===== src/include/core_sfr_regs.svh =====
`ifndef CORE_SFR_REGS_SVH
`define CORE_SFR_REGS_SVH

// Region geometry
`define SFR_REGION_FIRST 16'h0000
`define SFR_REGION_LAST 16'h07FF
`define SFR_BLOCK_BYTES 32
`define SFR_BLOCK_SHIFT 5
`define SFR_BLOCK_COUNT 64
`define SFR_BLOCK_MAP 64'h0C77_0000_03FF_FF7F
`define SFR_EMPTY_FIRST 16'h0400
`define SFR_EMPTY_LAST 16'h05FF

// Register count and indices
`define CORE_REG_COUNT 25
`define IDX_WORKING_REG_15 5'h0F
`define IDX_PC_HIGH_BYTE 5'h12
`define IDX_CPU_STATUS_FLAGS 5'h16
`define IDX_CORE_CONTROL 5'h17

// Register offsets
`define OFS_WORKING_REG_0 16'h0000
`define OFS_WORKING_REG_1 16'h0002
`define OFS_WORKING_REG_2 16'h0004
`define OFS_WORKING_REG_3 16'h0006
`define OFS_WORKING_REG_4 16'h8000
`define OFS_WORKING_REG_5 16'h000A
`define OFS_WORKING_REG_6 16'h000C
`define OFS_WORKING_REG_7 16'h000E
`define OFS_WORKING_REG_8 16'h0010
`define OFS_WORKING_REG_9 16'h0012
`define OFS_WORKING_REG_10 16'h0014
`define OFS_WORKING_REG_11 16'h0016
`define OFS_WORKING_REG_12 16'h0018
`define OFS_WORKING_REG_13 16'h001A
`define OFS_WORKING_REG_14 16'h001C
`define OFS_WORKING_REG_15 16'h001E
`define OFS_STACK_LIMIT 16'h0020
`define OFS_PC_LOW_WORD 16'h002E
`define OFS_PC_HIGH_BYTE 16'h0030
`define OFS_TABLE_PAGE 16'h0032
`define OFS_PROGRAM_WINDOW_PAGE 16'h0034
`define OFS_REPEAT_LOOP_COUNT 16'h0036
`define OFS_CPU_STATUS_FLAGS 16'h0042
`define OFS_CORE_CONTROL 16'h0044
`define OFS_INTERRUPT_DISABLE_COUNT 16'h0052

// Implemented bit masks
`define MASK_FULL 16'hFFFF
`define MASK_LOW_BYTE 16'h00FF
`define MASK_CPU_STATUS_FLAGS 16'h01FF
`define MASK_CORE_CONTROL 16'h000C
`define MASK_INTERRUPT_DISABLE_COUNT 16'h3FFF

// Field positions
`define BIT_DIGIT_CARRY 8
`define BIT_PRIORITY_HI 7
`define BIT_PRIORITY_LO 5
`define BIT_REPEAT_ACTIVE 4
`define BIT_PRIORITY_LEVEL_BIT3 3
`define BIT_PROGRAM_WINDOW_ENABLE 2

// Reset values
`define RST_ZERO 16'h0000
`define RST_WORKING_REG_15 16'h0800
`define RST_UNDEFINED 16'h0000

`endif


===== src/include/core_sfr_pkg.sv =====
package core_sfr_pkg;

  typedef logic [15:0] sfr_word_t;
  typedef logic [4:0] reg_idx_t;
  typedef logic [5:0] block_idx_t;

  typedef enum logic [1:0] {
    ACC_IDLE = 2'h0,
    ACC_READ = 2'h1,
    ACC_WRITE = 2'h3
  } acc_kind_t;

endpackage


===== src/hdl/byte_lane_merge.sv =====
`timescale 1ns/1ns
module byte_lane_merge
  import core_sfr_pkg::*;
(
  // Word being updated
  input wire sfr_word_t old_word,
  // Incoming write
  input wire sfr_word_t wr_word,
  input wire logic byte_access,
  input wire logic high_lane,
  // Result
  output sfr_word_t merged_word
);

  always_comb begin
    merged_word = wr_word;
    if (byte_access) begin
      if (high_lane) begin
        merged_word = {wr_word[7:0], old_word[7:0]};
      end else begin
        merged_word = {old_word[15:8], wr_word[7:0]};
      end
    end
  end

endmodule // byte_lane_merge


===== src/hdl/core_sfr_space_decoder.sv =====
`timescale 1ns/1ns
`include "core_sfr_regs.svh"
module core_sfr_space_decoder
  import core_sfr_pkg::*;
(
  // Clock and reset
  input wire logic sys_clk,
  input wire logic rst_n,
  // Data-space access from the core
  input wire sfr_word_t addr,
  input wire logic rd_en,
  input wire logic wr_en,
  input wire logic byte_access,
  input wire sfr_word_t wr_data,
  // Read answer
  output sfr_word_t rd_data,
  output logic rd_valid,
  output logic sfr_hit,
  output logic addr_error,
  // Core control state
  output logic program_window_enable,
  output logic [3:0] priority_level
);

  ////////////////////////////////////////////////////////////////////////////
  // Register map tables

  localparam int NREG = `CORE_REG_COUNT;

  localparam sfr_word_t REG_ADDR [NREG] = '{
    `OFS_WORKING_REG_0, `OFS_WORKING_REG_1, `OFS_WORKING_REG_2, `OFS_WORKING_REG_3,
    `OFS_WORKING_REG_4, `OFS_WORKING_REG_5, `OFS_WORKING_REG_6, `OFS_WORKING_REG_7,
    `OFS_WORKING_REG_8, `OFS_WORKING_REG_9, `OFS_WORKING_REG_10, `OFS_WORKING_REG_11,
    `OFS_WORKING_REG_12, `OFS_WORKING_REG_13, `OFS_WORKING_REG_14, `OFS_WORKING_REG_15,
    `OFS_STACK_LIMIT, `OFS_PC_LOW_WORD, `OFS_PC_HIGH_BYTE, `OFS_TABLE_PAGE,
    `OFS_PROGRAM_WINDOW_PAGE, `OFS_REPEAT_LOOP_COUNT, `OFS_CPU_STATUS_FLAGS,
    `OFS_CORE_CONTROL, `OFS_INTERRUPT_DISABLE_COUNT
  };

  // Implemented bits per register
  localparam sfr_word_t REG_MASK [NREG] = '{
    `MASK_FULL, `MASK_FULL, `MASK_FULL, `MASK_FULL,
    `MASK_FULL, `MASK_FULL, `MASK_FULL, `MASK_FULL,
    `MASK_FULL, `MASK_FULL, `MASK_FULL, `MASK_FULL,
    `MASK_FULL, `MASK_FULL, `MASK_FULL, `MASK_FULL,
    `MASK_FULL, `MASK_FULL, `MASK_LOW_BYTE, `MASK_LOW_BYTE,
    `MASK_LOW_BYTE, `MASK_FULL, `MASK_CPU_STATUS_FLAGS,
    `MASK_CORE_CONTROL, `MASK_INTERRUPT_DISABLE_COUNT
  };

  // Reset values per register
  localparam sfr_word_t REG_RST [NREG] = '{
    `RST_ZERO, `RST_ZERO, `RST_ZERO, `RST_ZERO,
    `RST_ZERO, `RST_ZERO, `RST_ZERO, `RST_ZERO,
    `RST_ZERO, `RST_ZERO, `RST_ZERO, `RST_ZERO,
    `RST_ZERO, `RST_ZERO, `RST_ZERO, `RST_WORKING_REG_15,
    `RST_UNDEFINED, `RST_ZERO, `RST_ZERO, `RST_ZERO,
    `RST_ZERO, `RST_UNDEFINED, `RST_ZERO,
    `RST_ZERO, `RST_UNDEFINED
  };

  localparam logic [`SFR_BLOCK_COUNT-1:0] BLOCK_MAP = `SFR_BLOCK_MAP;

  ////////////////////////////////////////////////////////////////////////////
  // Address decode

  sfr_word_t addr_word;
  logic in_region;
  logic misaligned;
  logic hit_any;
  reg_idx_t hit_idx;
  block_idx_t block_idx;
  logic block_implemented;
  sfr_word_t sel_word;
  sfr_word_t read_value;
  sfr_word_t merged_word;
  logic write_ok;
  acc_kind_t acc_kind;

  assign addr_word = {addr[15:1], 1'b0};
  assign in_region = (addr <= `SFR_REGION_LAST);
  assign block_idx = addr[`SFR_BLOCK_SHIFT+5:`SFR_BLOCK_SHIFT];
  assign block_implemented = in_region && BLOCK_MAP[block_idx];
  assign misaligned = !byte_access && addr[0];

  always_comb begin
    hit_any = 1'b0;
    hit_idx = '0;
    for (int i = 0; i < NREG; i++) begin
      if (addr_word == REG_ADDR[i]) begin
        hit_any = 1'b1;
        hit_idx = 5'(i);
      end
    end
  end

  always_comb begin
    acc_kind = ACC_IDLE;
    if (wr_en) begin
      acc_kind = ACC_WRITE;
    end else if (rd_en) begin
      acc_kind = ACC_READ;
    end
  end

  ////////////////////////////////////////////////////////////////////////////
  // Register storage

  sfr_word_t core_reg [NREG];
  sfr_word_t core_next [NREG];

  // Unmapped addresses give zero
  assign sel_word = hit_any ? core_reg[hit_idx] : 16'h0000;
  assign write_ok = wr_en && hit_any && !misaligned;

  byte_lane_merge u_lane_merge (
    .old_word(sel_word),
    .wr_word(wr_data),
    .byte_access(byte_access),
    .high_lane(addr[0]),
    .merged_word(merged_word)
  );

  generate
    for (genvar g = 0; g < NREG; g++) begin : g_entry
      always_comb begin
        core_next[g] = core_reg[g];
        if (write_ok && (hit_idx == 5'(g))) begin
          core_next[g] = merged_word & REG_MASK[g];
        end
      end

      always_ff @(posedge sys_clk or negedge rst_n) begin
        if (!rst_n) begin
          core_reg[g] <= REG_RST[g];
        end else begin
          core_reg[g] <= core_next[g];
        end
      end
    end
  endgenerate

  ////////////////////////////////////////////////////////////////////////////
  // Read answer

  sfr_word_t rd_data_reg;
  sfr_word_t rd_data_next;
  logic rd_valid_reg;
  logic rd_valid_next;
  logic sfr_hit_reg;
  logic sfr_hit_next;
  logic addr_error_reg;
  logic addr_error_next;

  always_comb begin
    read_value = sel_word;
    if (byte_access) begin
      read_value = {8'h00, addr[0] ? sel_word[15:8] : sel_word[7:0]};
    end
  end

  always_comb begin
    rd_data_next = rd_data_reg;
    rd_valid_next = 1'b0;
    sfr_hit_next = sfr_hit_reg;
    addr_error_next = 1'b0;
    if (acc_kind == ACC_READ) begin
      rd_data_next = read_value;
      rd_valid_next = 1'b1;
    end
    if (rd_en || wr_en) begin
      sfr_hit_next = block_implemented;
      addr_error_next = misaligned;
    end
  end

  always_ff @(posedge sys_clk or negedge rst_n) begin
    if (!rst_n) begin
      rd_data_reg <= 16'h0000;
      rd_valid_reg <= 1'b0;
      sfr_hit_reg <= 1'b0;
      addr_error_reg <= 1'b0;
    end else begin
      rd_data_reg <= rd_data_next;
      rd_valid_reg <= rd_valid_next;
      sfr_hit_reg <= sfr_hit_next;
      addr_error_reg <= addr_error_next;
    end
  end

  assign rd_data = rd_data_reg;
  assign rd_valid = rd_valid_reg;
  assign sfr_hit = sfr_hit_reg;
  assign addr_error = addr_error_reg;
  assign program_window_enable = core_reg[`IDX_CORE_CONTROL][`BIT_PROGRAM_WINDOW_ENABLE];
  assign priority_level = {core_reg[`IDX_CORE_CONTROL][`BIT_PRIORITY_LEVEL_BIT3],
                           core_reg[`IDX_CPU_STATUS_FLAGS][`BIT_PRIORITY_HI:`BIT_PRIORITY_LO]};

  ////////////////////////////////////////////////////////////////////////////
  // Checks

  logic seen_reg;
  logic seen_next;

  assign seen_next = 1'b1;

  always_ff @(posedge sys_clk or negedge rst_n) begin
    if (!rst_n) begin
      seen_reg <= 1'b0;
    end else begin
      seen_reg <= seen_next;
    end
  end
endmodule // core_sfr_space_decoder


===== config.mk =====
export PLATFORM = sky130hd
export DESIGN_NAME = core_sfr_space_decoder
export DESIGN_NICKNAME = d
export VERILOG_FILES = /design/src/include/core_sfr_pkg.sv /design/src/hdl/byte_lane_merge.sv /design/src/hdl/core_sfr_space_decoder.sv
export VERILOG_INCLUDE_DIRS = /design/src /design/src/include
export SDC_FILE = /design/constraint.sdc
export NUM_CORES = 1
export LEC_CHECK = 0
export ABC_AREA = 0
export BUFFER_PORTS_ARGS = -buffer_cell sky130_fd_sc_hd__buf_4
export CORE_MARGIN = 1
export CORE_UTILIZATION = 46
export DETAILED_ROUTE_END_ITERATION = 7
export RECOVER_POWER = 50
export SETUP_SLACK_MARGIN = 0.02
export SLEW_MARGIN = 0
export SYNTH_ARGS = -nofsm -noshare
export SYNTH_HDL_FRONTEND = slang
export SYNTH_SLANG_ARGS = --single-unit

===== constraint.sdc =====
create_clock -name sys_clk -period 6.7 [get_ports sys_clk]
set_input_delay 1.675 -clock sys_clk [delete_from_list [all_inputs] [get_ports sys_clk]]
set_output_delay 1.675 -clock sys_clk [all_outputs]
set_load 0.01 [all_outputs]

# Yosys cells after proc, flatten, opt, wreduce, memory -nomap -nowiden
# Memory sizes are Yosys's and may differ from the RTL's.
# Index checks and enable logic that the tools add are counted.
[totals]
inputBits = 37
mem_bits_ro = 64
elab_cells = 179
out_inout_bits = 24
regBits = 372
mem_count = 1
[memory_table]
columns = ["memory", "words", "word_bits", "read_ports", "rd_ports_with_merged_regs", "wr", "line_no", "source"]
rows = [
  ["(name not given)", 64, 1, 1, 0, 0, "core_sfr_space_decoder.sv:83", "assign block_implemented = in_region && BLOCK_MAP[block_idx];"],
]
[op_classes]
eq_ne = 49
n_lt_le_gt_ge = 3
reduce_logical = 34
muxes = 62
bitwise_logic = 1
[op_table]
columns = ["cell", "n"]
rows = [
  ["$eq 15x4->1 const B", 8],
  ["$mux 16", 6],
  ["$eq 15x5->1 const B", 6],
  ["$bmux 16 s5", 1],
  ["$eq 15x3->1 const B", 3],
  ["$eq 15x6->1 const B", 3],
  ["$eq 5x5->1 const B", 9],
  ["$mux 5", 9],
  ["$eq 5x4->1 const B", 8],
  ["$mux 4", 8],
  ["$eq 15x2->1 const B", 2],
  ["$mux 1", 30],
  ["$logic_and 1x1->1", 29],
  ["$eq 5x3->1 const B", 4],
  ["$le 16x11->1 const B", 1],
  ["$logic_not 16->1", 1],
  ["$eq 15x1->1 const B", 1],
  ["$eq 15x15->1 const B", 1],
  ["$mux 3", 4],
  ["$eq 5x2->1 const B", 2],
  ["$mux 8", 1],
  ["$lt 6x7->1 const B", 1],
  ["$ge 6x6->1 const B", 1],
  ["$mux 2", 3],
  ["6 further kinds", 7],
]

# Logic depth before layout (Yosys ltp)
[depth]
word_depth = 32
mapped_depth = 17

# Cells and area by module
# A second synthesis with hierarchy kept.
[unflattened]
hier_cells = 1567
hier_area_um2 = 18226.2
[modules_own_cells]
columns = ["mod", "instances", "seq_area_each_um2", "cells_per_inst", "area_each_um2"]
rows = [
  ["core_sfr_space_decoder", 1, 9310.2, 1531, 17909.7],
  ["byte_lane_merge", 1, 0.0, 36, 316.6],
]

# Worst setup path before layout
# Ideal clock, no wire load.
[synth_path]
kind = "input to register"
startpoint = "input port addr[12]"
endpoint = "register core_reg[193] (netlist bit)"
setup_time_ns = 0.150
setup_slack_ns = 1.791
path_buffers = 6
t_arrival_ns = 4.759
path_stages = 15
required_ns = 6.550
cell_sequence = "or4_4 or4_1 buf_2 a211oi_4 buf_6 buf_6 buf_8 buf_8 mux4_2 a22oi_1 nand4_1 and3_1 a21oi_2 buf_2 a21oi_1"
[synth_between]
elab_chain_len = 32
elab_cells_between_ends = 85
cone_classes = "25 x eq/ne; 55 x mux; 1 x bitwise; 4 x reduce/logical"
[synth_lines]
columns = ["element", "line_no", "source"]
rows = [
  ["start: declaration", "core_sfr_space_decoder.sv:10", "input wire sfr_word_t addr,"],
  ["$eq 15x1->1", "core_sfr_space_decoder.sv:90", "if (addr_word == REG_ADDR[i]) begin"],
  ["$mux 1", "core_sfr_space_decoder.sv:90", ""],
  ["$mux 2 (2 in series)", "core_sfr_space_decoder.sv:90", ""],
  ["$mux 3 (4 in series)", "core_sfr_space_decoder.sv:90", ""],
  ["$mux 4 (8 in series)", "core_sfr_space_decoder.sv:90", ""],
  ["$mux 5 (9 in series)", "core_sfr_space_decoder.sv:90", ""],
  ["$not 5->6 (not written as such)", "core_sfr_space_decoder.sv:113", "assign sel_word = hit_any ? core_reg[hit_idx] : 16'h0000;"],
  ["$bmux 16 s5", "core_sfr_space_decoder.sv:113", ""],
  ["$mux 16 (not written as such) (2 in series)", "core_sfr_space_decoder.sv:113", ""],
  ["$mux 16", "core_sfr_space_decoder.sv:113", ""],
  ["$mux 16", "byte_lane_merge.sv:18", "if (high_lane) begin"],
  ["$mux 16", "byte_lane_merge.sv:17", "if (byte_access) begin"],
  ["end signal: indexed assignment", "core_sfr_space_decoder.sv:135", "core_reg[g] <= REG_RST[g];"],
  ["end signal: indexed assignment", "core_sfr_space_decoder.sv:137", "core_reg[g] <= core_next[g];"],
  ["end: declaration", "core_sfr_space_decoder.sv:109", "sfr_word_t core_reg [NREG];"],
]
# Parallel ways exist; a longest one is shown, timed or not. The select of a mux whose other input is x is not followed.
# A chain may end at the register's enable or synchronous reset.

# Worst setup path in the final report
[layout_path]
startpoint = "input port addr[12]"
endpoint = "register core_reg[290] (netlist bit)"
# The elaborated chain is that of the path after synthesis.

==> run metrics <==
Final Wtd Congestion=0.947; Layout Skew=0.0181 ns; fin. max-slew vios=85; deepest clock path buffer count=3; register area share after synthesis=0.526; Hold Path Sink=core_reg[131]; syn_nets=2032; Total Die Area=0.0393 sq mm; largest net degree at the start of global routing=154; Yosys warnings=0; PD cells=242 mW/mm^2; Setup crit start kind=input pin; diode count=0; top-count cell post-synth=nand2_1; Sequential cell area=0.00931 sq mm; IO Port Bufs=60; Top FF cell, synth=dfrtp_1; Crit Reg-Reg Endpoint=core_reg[350]; failing checks=max-capacitance violations, max-slew violations; final setup fails=0; slowest CP cell=o22ai_2; nets=2068; CTS tree=built; multi-input combinational cell area=0.00764 sq mm; CTS Sinks=372; period utilization=0.828; R2R setup slack=3.82 ns; Yosys reg bits=372; depth of the most critical reg-to-reg path=9; initial antenna violation count=0; Distinct cells, synth=79; CP Cell Sequence=buf_4 -> or4_1 -> or4_1 -> a21oi_1 -> o21ai_1 -> a2111oi_0 -> a2111o_1 -> nand2b_1 -> o211ai_1 -> o22ai_2 -> o21ai_0; RSZ-0062 raised after global routing=no; most used cell, CP=or4_1; Detail Route Antenna Nets=0; CTS Hold Bufs=0; total gr overflow=0; leakage=8.77 nW; CP max stage delay=0.86 ns; Final Hold Fails=0; Area contributors post-synth=dfrtp_1, nand2_1, o21ai_0; DRC errors left=0; Hold Path Stages=2; setup bufs post-CTS=0; Tmin final=5.54 ns; Worst-Margin Slew=4.12 ns; Worst R2R Start=core_reg[238]; synthesized area=0.0177 sq mm; critical hold path startpoint=core_reg[131]; WS Path Type=in -> reg; clk slew on worst S/H paths=0.06 ns; Hold Slack=0.474 ns; drt wl/cell=23.3 microns; H-tree levels=2; Max-slew headroom=-1.75; Fillers=3566; Fmax=0.180 GHz; critical path fanouts, max=25; CTS buffer count=42; final wirelength=60100 microns; later-pin clock latency in the skew report=0.56 ns; via count=15400; fraction of layout cells with a size suffix above 1=0.131; WP data arrival=5.93 ns; CTS Root Buffer Type=clkbuf_16; global-route usage over all layers=0.311; post-synthesis async set-or-reset flop share=1.00; drt initial violations=1657; max cap viols=1; Die X=198 microns; max FFs per register=348; io pins=61; leading area contributor after synthesis=dfrtp_1; top-area cell type share of the netlist area=0.524; CTS resizes=0; Syn-to-layout area delta=14.0%; Avg Inst Size Synth=8.87 sq um; dpl hpwl=40100 microns; Post-synth top cells=nand2_1, dfrtp_1, nor2_1, o21ai_0, a21oi_1; vias per cell=5.98; worst hold path type=reg -> reg; std cell rows=71; CP endpoint kind=register; status=finished, violations left; Max VDD drop=0.159 mV; WP data required=7.08 ns; final setup TNS=0 ns; Die H=198 microns; vias in the first global route=14300; CP startpoint=addr[12]; Post-synth EDFFs=0; Initial Util=0.469; Syn Inst Count=1995; global-route wire length before repair=91300 microns; core area=0.0378 sq mm; router iterations before antenna repair=5
[routing by layer]
layer  share of wire  GRT usage
met1            0.46      0.482
met2            0.42      0.448
met3           0.089     0.0509
met4           0.025     0.0764
met5               0          0
[area by class of cell]
| type | count | share of cell area |
|---|---|---|
| Clock buffer | 62 | 0.0639 |
| Clock inverter | 15 | 0.00837 |
| Multi-Input combinational cell | 1466 | 0.379 |
| Timing Repair Buffer | 140 | 0.0545 |
| Sequential cell | 372 | 0.461 |
| Tap cell | 511 | 0.0317 |
| Inverter | 9 | 0.00167 |
[worst max-delay path by stage]
stage                               end
final                     core_reg[290]
after global routing      core_reg[300]
after CTS                 core_reg[290]
after detailed placement  core_reg[290]
after global placement    core_reg[193]
after floorplan           core_reg[193]
[logic make-up (layout without fill, tap and decap cells)]
logic type / count (synthesis) / count (layout) / share of synthesized area
buffers and inverters: 157 / 226 / 0.0459
AO/OA/AOI/OAI: 591 / 591 / 0.203
XOR/XNOR: 1 / 1 / 0.000495
flip-flops: 372 / 372 / 0.526
AND/OR/NAND/NOR: 834 / 834 / 0.198
multiplexers: 40 / 40 / 0.0264
[where the power goes]
part / internal (mW) / switching, mW
registers: 2.25 / 0.00396
logic: 0.0536 / 0.159
clock network: 1.45 / 0.970
total: 3.76 / 1.13
[cells in the final DEF (no fill, tap or decap), types with 7 or more instances in the layout]
cell type    n
a21oi_1    182
a221oi_1     8
o2111ai_1    7
clkbuf_8    10
a2111oi_0    7
mux2i_1     29
o21ai_1     29
a31oi_1     21
a211oi_1    23
nor2_1     241
o211ai_1    11
a21oi_2     32
nor3_1      15
clkbuf_1    18
dfrtp_1    371
and3_1      30
nand2_1    417
a32oi_1      9
nand3_1     71
clkbuf_16   45
o21ai_0    187
inv_1        9
buf_4      121
nand4_1     22
buf_12       7
[stage by stage]
| stage | utilization | worst slack [ns] | total power [mW] | cells | instance area (sq um) |
|---|---|---|---|---|---|
| 2_1_floorplan | - | 1.79 | 2.38 | 1995 | 17700 |
| 3_3_place_gp | 0.497 | 0.808 | 2.51 | 2498 | 18800 |
| 3_5_place_dp | 0.497 | 0.768 | 2.51 | 2498 | 18800 |
| 4_1_cts | 0.536 | 1.33 | 4.92 | 2575 | 20200 |
| 5_1_grt | 0.535 | 0.667 | 5.02 | 2575 | 20200 |
| 6_report | 0.535 | 1.16 | 4.89 | 2575 | 20200 |
[critical path, delay by kind of cell]
family,cells,cell delay (ns)
buffers and inverters,1,0.11
AO/OA/AOI/OAI,7,2.74
AND/OR/NAND/NOR,3,1.37
(Power assumes the default switching activity.)
